$ cat config.mk
export PLATFORM = sky130hd
export DESIGN_NAME = tbid_decoder
export DESIGN_NICKNAME = d
export VERILOG_FILES = /design/src/rtl/tbid_field_split.v /design/src/rtl/tbid_decoder.v
export VERILOG_INCLUDE_DIRS = /design/src /design/src/rtl
export SDC_FILE = /design/constraint.sdc
export NUM_CORES = 1
export LEC_CHECK = 0
export BUFFER_PORTS_ARGS = -buffer_cell sky130_fd_sc_hd__buf_4
export CORE_MARGIN = 2
export CORE_UTILIZATION = 43
export CTS_CLUSTER_SIZE = 14
export DETAILED_ROUTE_END_ITERATION = 8
export GPL_TIMING_DRIVEN = 0
export PLACE_DENSITY = 0.66
export SYNTH_ARGS = -nofsm -noshare
export SYNTH_HDL_FRONTEND = slang
export SYNTH_SLANG_ARGS = --single-unit
$ cat constraint.sdc
create_clock -name sys_clk -period 5.15 [get_ports sys_clk]
set_input_delay 1.03 -clock sys_clk [delete_from_list [all_inputs] [get_ports sys_clk]]
set_output_delay 1.03 -clock sys_clk [all_outputs]
set_load 0.02 [all_outputs]
$ cat src/rtl/tbid_regs.vh
`ifndef TBID_REGS_VH
`define TBID_REGS_VH
// Instruction word and field layout.
`define TBID_IW 12
`define TBID_F_LSB 0
`define TBID_F_MSB 4
`define TBID_D_POS 5
`define TBID_B_LSB 5
`define TBID_B_MSB 7
`define TBID_K_MSB 7
`define TBID_K9_MSB 8
`define TBID_DIR_FILE 3'h6
// Cadence: phases per instruction cycle.
`define TBID_PHASES 3'h4
`define TBID_PH_LAST 2'h3
// Reset values.
`define TBID_NOP_WORD 12'h000
`define TBID_DIR_RST 8'hff
// Operation codes driven to the datapath.
`define TBID_OP_NOP 5'h00
`define TBID_OP_MOVWF 5'h01
`define TBID_OP_CLR 5'h02
`define TBID_OP_SUBWF 5'h03
`define TBID_OP_DECF 5'h04
`define TBID_OP_IORWF 5'h05
`define TBID_OP_ANDWF 5'h06
`define TBID_OP_XORWF 5'h07
`define TBID_OP_ADDWF 5'h08
`define TBID_OP_MOVF 5'h09
`define TBID_OP_COMF 5'h0a
`define TBID_OP_INCF 5'h0b
`define TBID_OP_DECFSZ 5'h0c
`define TBID_OP_RRF 5'h0d
`define TBID_OP_RLF 5'h0e
`define TBID_OP_SWAPF 5'h0f
`define TBID_OP_INCFSZ 5'h10
`define TBID_OP_BCF 5'h11
`define TBID_OP_BSF 5'h12
`define TBID_OP_BTFSC 5'h13
`define TBID_OP_BTFSS 5'h14
`define TBID_OP_OPTION 5'h15
`define TBID_OP_SLEEP 5'h16
`define TBID_OP_CLRWDT 5'h17
`define TBID_OP_DIRLOAD 5'h18
`define TBID_OP_MOVLB 5'h19
`define TBID_OP_RETLW 5'h1a
`define TBID_OP_CALL 5'h1b
`define TBID_OP_JUMP 5'h1c
`define TBID_OP_MOVLW 5'h1d
`define TBID_OP_IORLW 5'h1e
`define TBID_OP_ANDLW 5'h1f
`define TBID_OP_XORLW 5'h0f
// Classes.
`define TBID_CL_BYTE 2'h0
`define TBID_CL_BIT 2'h1
`define TBID_CL_LIT 2'h2
`define TBID_CL_ILL 2'h3
`endif

$ cat src/rtl/tbid_field_split.v
`timescale 1ns/1ps
`default_nettype none
`include "tbid_regs.vh"
// Pure combinational split of one instruction word into its classes and operands.
module tbid_field_split (
  input wire [11:0] instr,
  output reg [1:0] op_class,
  output reg [4:0] op_code,
  output reg op_xor_lit,
  output wire [4:0] file_sel,
  output wire dest_file,
  output wire [2:0] bit_pos,
  output reg [8:0] literal,
  output reg lit_wide
);
  assign file_sel = instr[`TBID_F_MSB:`TBID_F_LSB];
  assign dest_file = instr[`TBID_D_POS];
  assign bit_pos = instr[`TBID_B_MSB:`TBID_B_LSB];

  always @* begin
    op_class = `TBID_CL_LIT;
    op_code = `TBID_OP_NOP;
    op_xor_lit = 1'b0;
    literal = 9'h000;
    lit_wide = 1'b0;
    case (instr[11:10])
      2'h0: begin
        op_class = `TBID_CL_BYTE;
        case (instr[9:6])
          4'h0: begin
            op_class = `TBID_CL_LIT;
            if (instr[5] == 1'b1) begin
              op_class = `TBID_CL_BYTE;
              op_code = `TBID_OP_MOVWF;
            end else if (instr[4:3] == 2'h0) begin
              case (instr[2:0])
                3'h0: op_code = `TBID_OP_NOP;
                3'h2: op_code = `TBID_OP_OPTION;
                3'h3: op_code = `TBID_OP_SLEEP;
                3'h4: op_code = `TBID_OP_CLRWDT;
                default: op_code = `TBID_OP_DIRLOAD;
              endcase
              if (instr[2:0] == 3'h1 || instr[2:0] > 3'h4) begin
                op_code = `TBID_OP_DIRLOAD;
              end
            end else if (instr[4:3] == 2'h2) begin
              op_code = `TBID_OP_MOVLB;
              literal = {6'h00, instr[2:0]};
            end else begin
              op_class = `TBID_CL_ILL;
            end
          end
          4'h1: op_code = `TBID_OP_CLR;
          4'h2: op_code = `TBID_OP_SUBWF;
          4'h3: op_code = `TBID_OP_DECF;
          4'h4: op_code = `TBID_OP_IORWF;
          4'h5: op_code = `TBID_OP_ANDWF;
          4'h6: op_code = `TBID_OP_XORWF;
          4'h7: op_code = `TBID_OP_ADDWF;
          4'h8: op_code = `TBID_OP_MOVF;
          4'h9: op_code = `TBID_OP_COMF;
          4'ha: op_code = `TBID_OP_INCF;
          4'hb: op_code = `TBID_OP_DECFSZ;
          4'hc: op_code = `TBID_OP_RRF;
          4'hd: op_code = `TBID_OP_RLF;
          4'he: op_code = `TBID_OP_SWAPF;
          default: op_code = `TBID_OP_INCFSZ;
        endcase
      end
      2'h1: begin
        op_class = `TBID_CL_BIT;
        case (instr[9:8])
          2'h0: op_code = `TBID_OP_BCF;
          2'h1: op_code = `TBID_OP_BSF;
          2'h2: op_code = `TBID_OP_BTFSC;
          default: op_code = `TBID_OP_BTFSS;
        endcase
      end
      2'h2: begin
        literal = {1'b0, instr[`TBID_K_MSB:0]};
        case (instr[9:8])
          2'h0: op_code = `TBID_OP_RETLW;
          2'h1: op_code = `TBID_OP_CALL;
          default: begin
            op_code = `TBID_OP_JUMP;
            literal = instr[`TBID_K9_MSB:0];
            lit_wide = 1'b1;
          end
        endcase
      end
      default: begin
        literal = {1'b0, instr[`TBID_K_MSB:0]};
        case (instr[9:8])
          2'h0: op_code = `TBID_OP_MOVLW;
          2'h1: op_code = `TBID_OP_IORLW;
          2'h2: op_code = `TBID_OP_ANDLW;
          default: begin
            op_code = `TBID_OP_XORLW;
            op_xor_lit = 1'b1;
          end
        endcase
      end
    endcase
  end
endmodule // tbid_field_split
`default_nettype wire

$ cat src/rtl/tbid_decoder.v
`timescale 1ns/1ps
`default_nettype none
`include "tbid_regs.vh"
module tbid_decoder (
  input wire sys_clk,
  input wire rst,
  input wire [11:0] fetch_word,
  input wire skip_cond,
  input wire pc_written,
  input wire [7:0] acc_value,
  output reg [1:0] phase_q,
  output reg fetch_strobe_q,
  output reg exec_strobe_q,
  output reg [1:0] op_class_q,
  output reg [4:0] op_code_q,
  output reg op_xor_lit_q,
  output reg [6:0] file_sel_q,
  output reg wr_acc_q,
  output reg wr_file_q,
  output reg [2:0] bit_pos_q,
  output reg [8:0] literal_q,
  output reg pc_load_q,
  output reg pc_bit9_force_zero_q,
  output reg port_read_pins_q,
  output reg [7:0] pin_direction_q,
  output reg idle_cycle_q
);
  reg [11:0] instr_q;
  reg flush_q;
  wire [1:0] cls;
  wire [4:0] opc;
  wire xl;
  wire [4:0] fsel;
  wire dsel;
  wire [2:0] bpos;
  wire [8:0] lit;
  wire lwide;
  wire last_phase;
  wire is_branch;
  wire is_test;
  wire writes_file;
  reg [11:0] instr_d;

  assign last_phase = (phase_q == `TBID_PH_LAST);

  // The word is latched at the end of a cycle; a flushed word becomes a no-op.
  always @* begin
    instr_d = instr_q;
    if (last_phase) begin
      instr_d = fetch_word;
    end
  end

  tbid_field_split u_split (
    .instr(instr_q),
    .op_class(cls),
    .op_code(opc),
    .op_xor_lit(xl),
    .file_sel(fsel),
    .dest_file(dsel),
    .bit_pos(bpos),
    .literal(lit),
    .lit_wide(lwide)
  );

  assign is_branch = (opc == `TBID_OP_CALL) || (opc == `TBID_OP_JUMP) ||
    (opc == `TBID_OP_RETLW);
  assign is_test = (opc == `TBID_OP_DECFSZ) || (opc == `TBID_OP_INCFSZ) ||
    (opc == `TBID_OP_BTFSC) || (opc == `TBID_OP_BTFSS);
  assign writes_file = (cls == `TBID_CL_BIT && !is_test) ||
    (cls == `TBID_CL_BYTE && (dsel || opc == `TBID_OP_MOVWF));

  always @(posedge sys_clk or posedge rst) begin
    if (rst) begin
      phase_q <= 2'h0;
      fetch_strobe_q <= 1'b0;
      exec_strobe_q <= 1'b0;
      instr_q <= `TBID_NOP_WORD;
      flush_q <= 1'b1;
      op_class_q <= `TBID_CL_LIT;
      op_code_q <= `TBID_OP_NOP;
      op_xor_lit_q <= 1'b0;
      file_sel_q <= 7'h00;
      wr_acc_q <= 1'b0;
      wr_file_q <= 1'b0;
      bit_pos_q <= 3'h0;
      literal_q <= 9'h000;
      pc_load_q <= 1'b0;
      pc_bit9_force_zero_q <= 1'b0;
      port_read_pins_q <= 1'b0;
      pin_direction_q <= `TBID_DIR_RST;
      idle_cycle_q <= 1'b1;
    end else begin
      phase_q <= phase_q + 2'h1;
      fetch_strobe_q <= last_phase;
      exec_strobe_q <= (phase_q == 2'h2) && !flush_q;
      instr_q <= instr_d;
      if (last_phase) begin
        // Skip or branch resolved in this cycle discards the word just fetched.
        flush_q <= (!flush_q) && ((is_test && skip_cond) || is_branch ||
          (pc_written && writes_file));
        // A file write reaches the counter only once the datapath reports it at cycle end.
        if (!flush_q && pc_written && writes_file) begin
          pc_bit9_force_zero_q <= 1'b1;
        end
      end
      if (phase_q == 2'h0) begin
        idle_cycle_q <= flush_q;
        op_class_q <= flush_q ? `TBID_CL_LIT : cls;
        op_code_q <= flush_q ? `TBID_OP_NOP : opc;
        op_xor_lit_q <= xl && !flush_q;
        file_sel_q <= {2'h0, fsel};
        bit_pos_q <= bpos;
        literal_q <= lwide ? lit : {1'b0, lit[7:0]};
        wr_acc_q <= !flush_q && ((cls == `TBID_CL_BYTE && !dsel && opc != `TBID_OP_MOVWF) ||
          (cls == `TBID_CL_LIT && (opc == `TBID_OP_MOVLW || opc == `TBID_OP_IORLW ||
          opc == `TBID_OP_ANDLW || opc == `TBID_OP_RETLW || xl)));
        wr_file_q <= !flush_q && writes_file;
        pc_load_q <= !flush_q && is_branch;
        pc_bit9_force_zero_q <= !flush_q && (opc == `TBID_OP_CALL || opc == `TBID_OP_RETLW);
        // Read-modify-write of a port must see the pins; latch values would mask inputs.
        port_read_pins_q <= !flush_q && (cls != `TBID_CL_LIT);
        if (!flush_q && opc == `TBID_OP_DIRLOAD && instr_q[2:0] == `TBID_DIR_FILE) begin
          pin_direction_q <= acc_value;
        end
      end
    end
  end
endmodule // tbid_decoder
`default_nettype wire

== After elaboration in Yosys (flattened, before gate mapping) ==
Cells that the tools add are included.
Word-level totals
  register bits: 56
  input port bits: 24
  output and inout port bits: 45
  word-level logic and storage cells: 145
Operators by class
  $add $sub $neg: 1
  $lt $le $gt $ge: 1
  equality and inequality tests: 42
  multiplexer cells: 31
  reduce and logical (&&, ||, !) cells: 52
Operators with widths (number)
  $pmux W5 S15: 1
  $eq A5 B5 Y1 const B: 10
  $mux W9: 5
  $pmux W5 S3: 2
  $eq A4 B4 Y1 const B: 7
  $pmux W9 S3: 1
  $mux W5: 5
  $pmux W5 S4: 1
  $logic_and A1 B1 Y1: 19
  $eq A4 B3 Y1 const B: 4
  $logic_or A1 B1 Y1: 16
  $eq A2 B2 Y1 const B: 6
  $logic_not A2 Y1: 5
  $pmux W3 S3: 1
  $eq A4 B2 Y1 const B: 2
  $mux W1: 8
  $mux W2: 4
  $eq A2 B1 Y1 const B: 3
  $eq A3 B2 Y1 const B: 2
  $eq A3 B3 Y1 const B: 2
  $pmux W3 S2: 1
  $reduce_or A3 Y1: 2
  $eq A5 B1 Y1 const B: 1
  $eq A5 B4 Y1 const B: 1
  other kinds (14): 18

== Longest topological paths before layout ==
Gate-level depths: netlist (run 1).
  word-level depth: 18
  gate-level depth with buffers: 10
  gate-level depth less buffers: 9

== By module ==
From an unflattened synthesis (run 1), not the netlist that was laid out.
Second synthesis, totals
  cells, all modules: 253
  area total of the unflattened synthesis: 2965.3 sq um
By module, submodules not included
  tbid_decoder: instances 1, cells an instance 165, area each 2328.5 sq um, sequential area each 1415.1 sq um
  tbid_field_split: instances 1, cells an instance 88, area each 636.9 sq um, sequential area each 0.0 sq um

== Worst setup path after synthesis (run 1) ==
OpenSTA, ideal clock, no wires.
  kind: flip-flop to flip-flop
  start point: reg instr_q[8]
  end point: reg pin_direction_q[0]
  data arrival time: 2459 ps
  setup slack: 2608 ps
  cell stages (with the launch flop): 11
  path buffers: 2
  period minus slack after synthesis: 2542 ps
  path through: dfrtp_1 inv_1 ha_1 buf_6 or3_4 o21a_1 o22ai_2 nor4bb_1 and3_1 buf_6 mux2_4
Between the ends
  cells in the longest elaborated chain, start to end: 7
  elaborated cells on any way between the ends: 27
RTL lines
  from (decl): RTL line tbid_decoder.v:28  | reg [11:0] instr_q;
  from (signal assigned): RTL line tbid_decoder.v:78  | instr_q <= `TBID_NOP_WORD;
  from (signal assigned): RTL line tbid_decoder.v:97  | instr_q <= instr_d;
  $eq A4 B4 Y1, or another cell as far along: RTL line tbid_field_split.v:29  | case (instr[9:6])
  $pmux W5 S15, or another cell as far along: RTL line tbid_field_split.v:29
  $pmux W5 S3 (*): RTL line tbid_field_split.v:26  | case (instr[11:10])
  $eq A5 B5 Y1 (no line) (*)
  $logic_and A1 B1 Y1 (no line) (*) (2 in a row)
  $reduce_and A2 Y1 (no line) (*)
  to (signal assigned): RTL line tbid_decoder.v:91  | pin_direction_q <= `TBID_DIR_RST;
  to (signal assigned): RTL line tbid_decoder.v:124  | pin_direction_q <= acc_value;
  to (decl): RTL line tbid_decoder.v:25  | output reg [7:0] pin_direction_q,
Mark *: on every way between the ends. The rest lies on a longest branch, timed or not.
A chain may end at the register's enable or synchronous reset.

== Worst setup path after layout (run 1) ==
Ends and elaborated chain as after synthesis.

==> insert_results.sql, run 1 <==
INSERT INTO impl_metrics (metric_group, metric, value, unit) VALUES
('status', 'result_of_the_run', 'finished, final reports clean', ''),
('power', 'internal_power', '731', 'uW'),
('cells_and_area', 'filler_cell_count', '675', ''),
('flow_run', 'cap_viol_max_count', '0', ''),
('synth', 'post_synth_inst_count', '296', ''),
('cts', 'tritoncts.num_buffers', '5', ''),
('cts', 'post_cts_resized', '0', ''),
('power', 'power_per_cell_area', '265', 'nW/um^2'),
('critical_path', 'critical_path_buf_inv_count', '3', ''),
('critical_path', 'worst-path-max-fanout', '10', ''),
('cts', 'htreeDepth', '2', ''),
('synth', 'synth-adder-area-share', '5.61', '%'),
('floorplanning', 'floorplan.die.width', '89.2', 'um'),
('synth', 'ys_seq_elements', '56', ''),
('critical_path', 'worst_r2r_startpoint', 'instr_q[8]$_DFFE_PP0P_', ''),
('synth', 'synth_sequential_area_ratio', '45.3', '%'),
('sta', 'fin_worst_skew', '0.00467', 'ns'),
('cts', 'cts.root.buffer_cell', 'clkbuf_8', ''),
('cells_and_area', 'finish.net_count', '409', ''),
('sta', 'setup_tns', '0', 'ns'),
('route', 'detail_route.wl_per_cell', '15.0', 'um'),
('critical_path', 'cp_top_family', 'simple AND/OR/NAND/NOR gates', ''),
('placed_design', 'numPlacedInstances', '463', ''),
('sta', 'max_slew.worst_pin.slew', '0.572', 'ns'),
('min_path', 'hold_path_class', 'reg2reg', ''),
('power', 'p_leak', '0.00174', 'uW'),
('placed_design', 'place_hpwl', '5270', 'um'),
('synth', 'synth_area_leaders', 'dfrtp_1 (36%), dfstp_2 (9.3%), ha_1 (5.6%)', ''),
('cts', 'insertion_delay', '0.31', 'ns'),
('critical_path', 'criticalPathCategory', 'reg2reg', ''),
('critical_path', 'crit_arrival', '3.19', 'ns'),
('synth', 'post_synth_mux_area_share', '8.54', '%'),
('floorplanning', 'start_util', '43.7', '%'),
('synth', 'synthDistinctLibCells', '63', ''),
('floorplanning', 'die-height', '89.2', 'um'),
('power', 'sequentialPowerShare', '48.6', '%'),
('grt', 'vias_in_the_first_global_route', '2360', ''),
('sta', 'setup-violations-final', '0', ''),
('power', 'clock_power_share', '28.0', '%'),
('cells_and_area', 'stdcell_count', '471', ''),
('critical_path', 'r2r_setup_slack', '2.20', 'ns'),
('critical_path', 'worst_r2r_path_depth', '10', ''),
('floorplanning', 'core_area', '7140', 'sq um'),
('min_path', 'hold_start', 'phase_q[0]$_DFF_PP0_', ''),
('synth', 'synth_simple_gate_area_share', '12.4', '%'),
('grt', 'global_route_total_overflow', '0', ''),
('synth', 'synth-compound-area-share', '18.6', '%'),
('route', 'drcViolationCount', '0', ''),
('synth', 'cell_type_with_the_largest_total_area_after_synthesis', 'dfrtp_1', ''),
('power', 'net-switching-power', '297', 'uW'),
('cts', 'cts.sinks', '56', ''),
('power', 'power.switching_fraction', '28.8', '%'),
('cts', 'postCtsSetupRepairBufs', '0', ''),
('min_path', 'hold_depth', '1', ''),
('grt', 'grt_antenna_before_repair', '0', ''),
('cells_and_area', 'drive_gt1_share', '37.9', '%'),
('route', 'viasPerCell', '5.21', ''),
('synth', 'synth-xor-area-share', '0.561', '%'),
('cells_and_area', 'antenna-diode-count', '0', ''),
('synth', 'number_of_warnings_reported_in_the_yosys_synthesis_log', '0', ''),
('synth', 'post_synth.cell_area_avg', '10.5', 'sq um'),
('floorplanning', 'boundaryPins', '69', ''),
('sta', 'max_clock_freq', '339', 'MHz'),
('route', 'dr_total_vias', '2454', ''),
('cts', 'ctsHoldBuffers', '0', ''),
('sta', 'final_hold_fails', '0', ''),
('critical_path', 'crit_chain', 'inv_1 -> ha_1 -> buf_6 -> or3_4 -> o21a_1 -> o22ai_2 -> nor4bb_1 -> and3_1 -> buf_6 -> mux2_4', ''),
('cts', 'clk_transition_reported_paths', '0.10', 'ns'),
('route', 'routed_wirelength', '7060', 'um'),
('sta', 'period_needed', '2.95', 'ns'),
('route', 'drt_first_iter_violations', '143', '');
==> cell usage after synthesis, drive strengths merged, types with 3 or more instances <==
cell type and number:
dfrtp 45, inv 38, nand2 24, mux2 21, o22ai 18, o21ai 17
ha 14, nor2 12, dfstp 11, clkbuf 10, buf 9, a21oi 6
o21a 5, a211oi 4, a31oi 4, and2 4, nor4 4, nand3 3
nor3 3, o211ai 3, o32ai 3, or3 3, or3b 3
==> through the flow <==
step | worst slack, ns | util [%] | total power [uW] | hold slack, ns
after global routing | 2.00 | 54.3 | 1080 | 0.540
after floorplan | 2.61 | - | 660 | 0.516
final | 2.20 | 54.3 | 1030 | 0.502
after global placement | 2.07 | 52.5 | 743 | 0.483
after detailed placement | 2.23 | 52.8 | 749 | 0.489
after CTS | 2.21 | 54.3 | 1040 | 0.503
==> placed cells by master (no fill, tap or decap), drive strengths merged, types with 4 or more instances in the layout <==
cell type / instances
dfrtp: 45
a21oi: 6
ha: 14
o21a: 5
a31oi: 4
buf: 76
a211oi: 4
nor4: 4
o21ai: 17
inv: 38
clkbuf: 15
o22ai: 18
nor2: 12
mux2: 21
dfstp: 11
and2: 4
nand2: 24
==> final cells by class <==
| class | count | area [sq um] | area share (%) |
|---|---|---|---|
| multi-input combinational | 184 | 1430 | 37.0 |
| sequential | 56 | 1420 | 36.5 |
| timing repair buffer | 67 | 515 | 13.3 |
| inverter | 38 | 143 | 3.68 |
| buffer | 19 | 135 | 3.49 |
| tap | 99 | 124 | 3.20 |
| clock buffer | 5 | 68.8 | 1.78 |
| clock inverter | 3 | 42.5 | 1.10 |
==> state kept, by name, indices dropped and copies added, names as in the netlist, 2 cells and up <==
| register | count |
|---|---|
| pin_direction_q | 8 |
| op_code_q | 5 |
| file_sel_q | 5 |
| instr_q | 12 |
| op_class_q | 2 |
| phase_q | 2 |
| literal_q | 9 |
| bit_pos_q | 3 |
==> how the worst max path moves through the flow <==
| stage | start | cells after the start | end | slack [ns] |
|---|---|---|---|---|
| after floorplan | instr_q[8]$_DFFE_PP0P_ | 10 | pin_direction_q[0]$_DFFE_PP1P_ | 2.61 |
| after global placement | rst | 2 | literal_q[8]$_DFFE_PP0P_ | 2.07 |
| after detailed placement | instr_q[8]$_DFFE_PP0P_ | 10 | pin_direction_q[2]$_DFFE_PP1P_ | 2.23 |
| after CTS | instr_q[8]$_DFFE_PP0P_ | 10 | pin_direction_q[2]$_DFFE_PP1P_ | 2.21 |
| after global routing | instr_q[8]$_DFFE_PP0P_ | 10 | pin_direction_q[5]$_DFFE_PP1P_ | 2.00 |
| final | instr_q[8]$_DFFE_PP0P_ | 10 | pin_direction_q[0]$_DFFE_PP1P_ | 2.20 |
==> layer usage <==
layer / vias to the layer above / track usage (%) / part of all wire, %
met3: 10 / 2.31 / 4.3
met2: 67 / 30.7 / 47
li1: 1186 / - / -
met1: 1191 / 24.8 / 47
met5: - / 0 / 0
met4: 0 / 5.70 / 1.7
==> worst register-to-register path, delay by kind of cell (launching register included) <==
kind | cells | cell delay (ns)
muxes | 1 | 0.31
buffers and inverters | 3 | 0.41
adders and majority gates | 1 | 0.21
and+or+nand+nor | 3 | 1.01
DFF | 1 | 0.44
AOI/OAI and AO/OA | 2 | 0.50
==> logic make-up (layout without fill, tap and decap cells) <==
group	after synthesis	in the layout
and+or+nand+nor	69	69
DFF	56	56
AOI/OAI and AO/OA	76	76
muxes	21	21
other	1	2
xor gates and xnor gates	2	2
adders and majority gates	14	14
buffers and inverters	57	132
==> power by group through the flow <==
stage,clock (uW),sequential (uW),combinational (uW)
finish,288,500,240
global route,310,505,265
CTS,297,500,241
detailed placement,0,509,240
global placement,0,507,235
floorplan,0,538,122
(Power assumes the default switching activity.)
==> run 2, diff against run 1 <==
- ABC_AREA: unset -> 1
- PLACE_DENSITY: 0.66 -> 0.69
- clock period: 5.15 -> 2.7 ns (I/O delays scaled with it)
==> insert_results.sql, run 2 <==
INSERT INTO impl_metrics (metric_group, metric, value, unit) VALUES
('synth', 'synth_common_cells', 'nand2_1 (105), dfrtp_1 (45), o21ai_0 (35)', ''),
('power', 'ir_worst_vdd', '0.000226', 'V'),
('critical_path', 'r2r_setup_slack', '0.29', 'ns'),
('sta', 'timing.slew.headroom', '60.2', '%'),
('grt', 'vias_in_the_first_global_route', '2431', ''),
('grt', 'global_route_total_overflow', '0', ''),
('route', 'dr_total_vias', '2501', ''),
('critical_path', 'worstSetupEndpointType', 'register', ''),
('sta', 'fin_worst_skew', '0.00960', 'ns'),
('cells_and_area', 'areaGrowthSynthToFinish', '25.6', '%'),
('placed_design', 'routability_driven_placement_congestion_ratio', '0.937', ''),
('cells_and_area', 'filler_cell_count', '633', ''),
('critical_path', 'startpoint_type', 'register', ''),
('flow_run', 'cap_viol_max_count', '0', ''),
('status', 'result_of_the_run', 'finished with violations', ''),
('route', 'viasPerCell', '5.08', ''),
('cts', 'clock_tree_from_tritoncts', 'done', ''),
('synth', 'synth_sequential_area_ratio', '49.2', '%'),
('grt', 'grt_usage', '18.8', '%'),
('cts', 'clock_tree.buffer_depth', '2', ''),
('critical_path', 'regToRegEndpoint', 'pc_bit9_force_zero_q$_DFFE_PP0P_', ''),
('placed_design', 'numPortBuffers', '66', ''),
('sta', 'max_slew.worst_pin.slew', '0.596', 'ns'),
('cts', 'clk_transition_reported_paths', '0.11', 'ns'),
('sta', 'min_period_over_period', '89.3', '%'),
('status', 'violated_checks', 'design-rule violations', ''),
('critical_path', 'crit_arrival', '2.65', 'ns'),
('floorplanning', 'floorplan.rows', '29', ''),
('synth', 'synth_enable_flop_cells', '0', ''),
('critical_path', 'worst-path-max-fanout', '6', ''),
('route', 'routed_wirelength', '6570', 'um'),
('route', 'detail_route.wl_per_cell', '13.3', 'um'),
('synth', 'synth_area_leaders', 'dfrtp_1 (39%), nand2_1 (14%), dfstp_2 (10%)', ''),
('synth', 'ys_seq_elements', '56', ''),
('critical_path', 'crit_chain', 'inv_1 -> ha_1 -> nor2_2 -> nor2_1 -> a211oi_1 -> nand2_1 -> nand2_2 -> clkinv_1 -> nand3_1 -> nand2_1 -> nand2_1 -> nand3_1 -> nand2_1 -> nand3_1 -> a21boi_1', ''),
('placed_design', 'pre_cts_ws', '0.350', 'ns'),
('cells_and_area', 'biggestRegsByFlops', 'instr_q x12, literal_q x9, pin_direction_q x8', ''),
('power', 'power_per_cell_area', '547', 'nW/um^2'),
('critical_path', 'worst_r2r_path_depth', '15', ''),
('sta', 'setup_tns', '0', 'ns'),
('floorplanning', 'die-height', '85.8', 'um'),
('cts', 'cts.sinks', '56', ''),
('route', 'drt_pass1_iterations', '7', ''),
('cells_and_area', 'finish.net_count', '452', ''),
('synth', 'synthMostInstantiatedCell', 'nand2_1', ''),
('synth', 'post-synth-top-area-fraction', '39.1', '%'),
('route', 'drtAntennaViolNets', '0', ''),
('cells_and_area', 'layout_common_cells', 'nand2_1 (105), buf_4 (68), dfrtp_1 (45)', ''),
('synth', 'post_synth_inst_count', '339', ''),
('cells_and_area', 'largest_reg_flops', '12', ''),
('sta', 'maxSlewViolCount', '0', ''),
('cts', 'ctsHoldBuffers', '0', ''),
('cells_and_area', 'register_area', '1420', 'sq um'),
('cells_and_area', 'layout_commonest_cell', 'nand2_1', ''),
('cts', 'post_cts_resized', '0', ''),
('cts', 'htreeDepth', '2', ''),
('grt', 'grt_antenna_before_repair', '0', ''),
('floorplanning', 'start_util', '44.8', '%'),
('cells_and_area', 'total_area_of_multi_input_combinational_cells', '1280', 'sq um'),
('critical_path', 'worst_r2r_startpoint', 'instr_q[8]$_DFFE_PP0P_', ''),
('sta', 'grt_setup_unrepaired', 'false', ''),
('cells_and_area', 'antenna-diode-count', '0', ''),
('cells_and_area', 'top_register', 'instr_q', ''),
('sta', 'setup_ws', '0.290', 'ns'),
('floorplanning', 'die_area', '7370', 'sq um'),
('power', 'p_leak', '0.00188', 'uW'),
('critical_path', 'critical-path-slowest-cell', 'dfrtp_1', ''),
('min_path', 'hold_path_class', 'in2async', ''),
('floorplanning', 'floorplan.die.width', '85.8', 'um'),
('synth', 'synthFlopType', 'dfrtp_1', ''),
('synth', 'number_of_warnings_reported_in_the_yosys_synthesis_log', '0', ''),
('cts', 'cts.root.buffer_cell', 'clkbuf_8', ''),
('grt', 'maximum_number_of_pins_on_one_net_before_global_route_repair', '31', ''),
('cts', 'tritoncts.num_buffers', '5', ''),
('synth', 'async_flop_share', '100', '%'),
('cells_and_area', 'drive_gt1_share', '28.7', '%'),
('critical_path', 'critical_path.most_common_cell', 'nand2_1', ''),
('route', 'drt_first_iter_violations', '120', ''),
('sta', 'period_needed', '2.41', 'ns'),
('synth', 'synthesis.area', '2880', 'sq um'),
('synth', 'post_synth.cell_area_avg', '8.49', 'sq um'),
('floorplanning', 'core_area', '6420', 'sq um'),
('floorplanning', 'boundaryPins', '69', ''),
('critical_path', 'worst-endpoint-required', '2.94', 'ns'),
('critical_path', 'cpPeakStageDelay', '0.44', 'ns'),
('route', 'drcViolationCount', '8', ''),
('synth', 'cell_type_with_the_largest_total_area_after_synthesis', 'dfrtp_1', ''),
('grt', 'grt_first_pass_wirelength', '11100', 'um'),
('synth', 'synthDistinctLibCells', '35', ''),
('cts', 'postCtsSetupRepairBufs', '0', ''),
('sta', 'final_hold_fails', '0', ''),
('cts', 'insertion_delay', '0.31', 'ns'),
('sta', 'setup-violations-final', '0', ''),
('critical_path', 'criticalPathCategory', 'reg2reg', ''),
('sta', 'max_clock_freq', '415', 'MHz'),
('placed_design', 'place_hpwl', '5040', 'um');
-- run 2: layer usage --
metal  vias to the layer above  share of wire (%)  global-route usage [%]
met5                         -                  0                       0
met4                         0                1.1                    6.06
met3                         8                5.2                    3.27
met2                        73                 46                    30.2
met1                      1189                 47                    26.0
li1                       1231                  -                       -
-- run 2: cell type report --
type / count / area share [%]
clock inverters: 2 / 1.07
plain buffers: 10 / 1.28
flip-flops and latches: 56 / 39.1
clock buffers: 6 / 2.28
inverters: 37 / 3.84
well taps: 77 / 2.66
repair buffers: 67 / 14.3
multi-input cells: 237 / 35.5
-- run 2: worst max path at each step --
stage	startpoint	endpoint	slack [ns]	cells after the start
final	instr_q[8]$_DFFE_PP0P_	pc_bit9_force_zero_q$_DFFE_PP0P_	0.29	15
after global routing	instr_q[8]$_DFFE_PP0P_	flush_q$_DFFE_PP1P_	0.07	18
after CTS	instr_q[8]$_DFFE_PP0P_	flush_q$_DFFE_PP1P_	0.32	17
after detailed placement	instr_q[8]$_DFFE_PP0P_	flush_q$_DFFE_PP1P_	0.35	17
after global placement	rst	instr_q[10]$_DFFE_PP0P_	0.14	2
after floorplan	instr_q[8]$_DFFE_PP0P_	pin_direction_q[0]$_DFFE_PP1P_	0.65	10
-- run 2: kinds of logic (layout without fill, tap and decap cells) --
kind of cell / Yosys count / after routing / synth area share (%)
buffers and inverters: 47 / 122 / 6.43
and+or+nand+nor: 162 / 162 / 24.5
other: 1 / 2 / 0.130
DFF: 56 / 56 / 49.2
adders and majority gates: 14 / 14 / 6.08
muxes: 8 / 8 / 4.17
AOI/OAI and AO/OA: 51 / 51 / 9.56
-- run 2: stage by stage --
step	cells	hold WS, ns	power [uW]	area, sq um	util, %
2_1_floorplan	340	0.484	1240	2880	-
5_1_grt	492	0.335	2070	3620	56.3
3_3_place_gp	483	0.461	1400	3470	54.1
3_5_place_dp	484	0.464	1410	3490	54.4
6_report	492	0.282	1980	3620	56.3
4_1_cts	492	0.302	1990	3620	56.3
-- run 2: power breakdown --
group          internal, uW  total (uW)  switching, uW
clock network           304         584            280
registers               922         971           48.9
logic                   176         422            246
-- run 2: worst max-delay path: cells and delay by family, from the launching register on --
family / cells / cell delay (ns)
AO/OA/AOI/OAI: 2 / 0.35
adder cells (fa/ha/maj): 1 / 0.30
buffers and inverters: 2 / 0.26
flip-flops: 1 / 0.44
AND/OR/NAND/NOR: 10 / 0.99
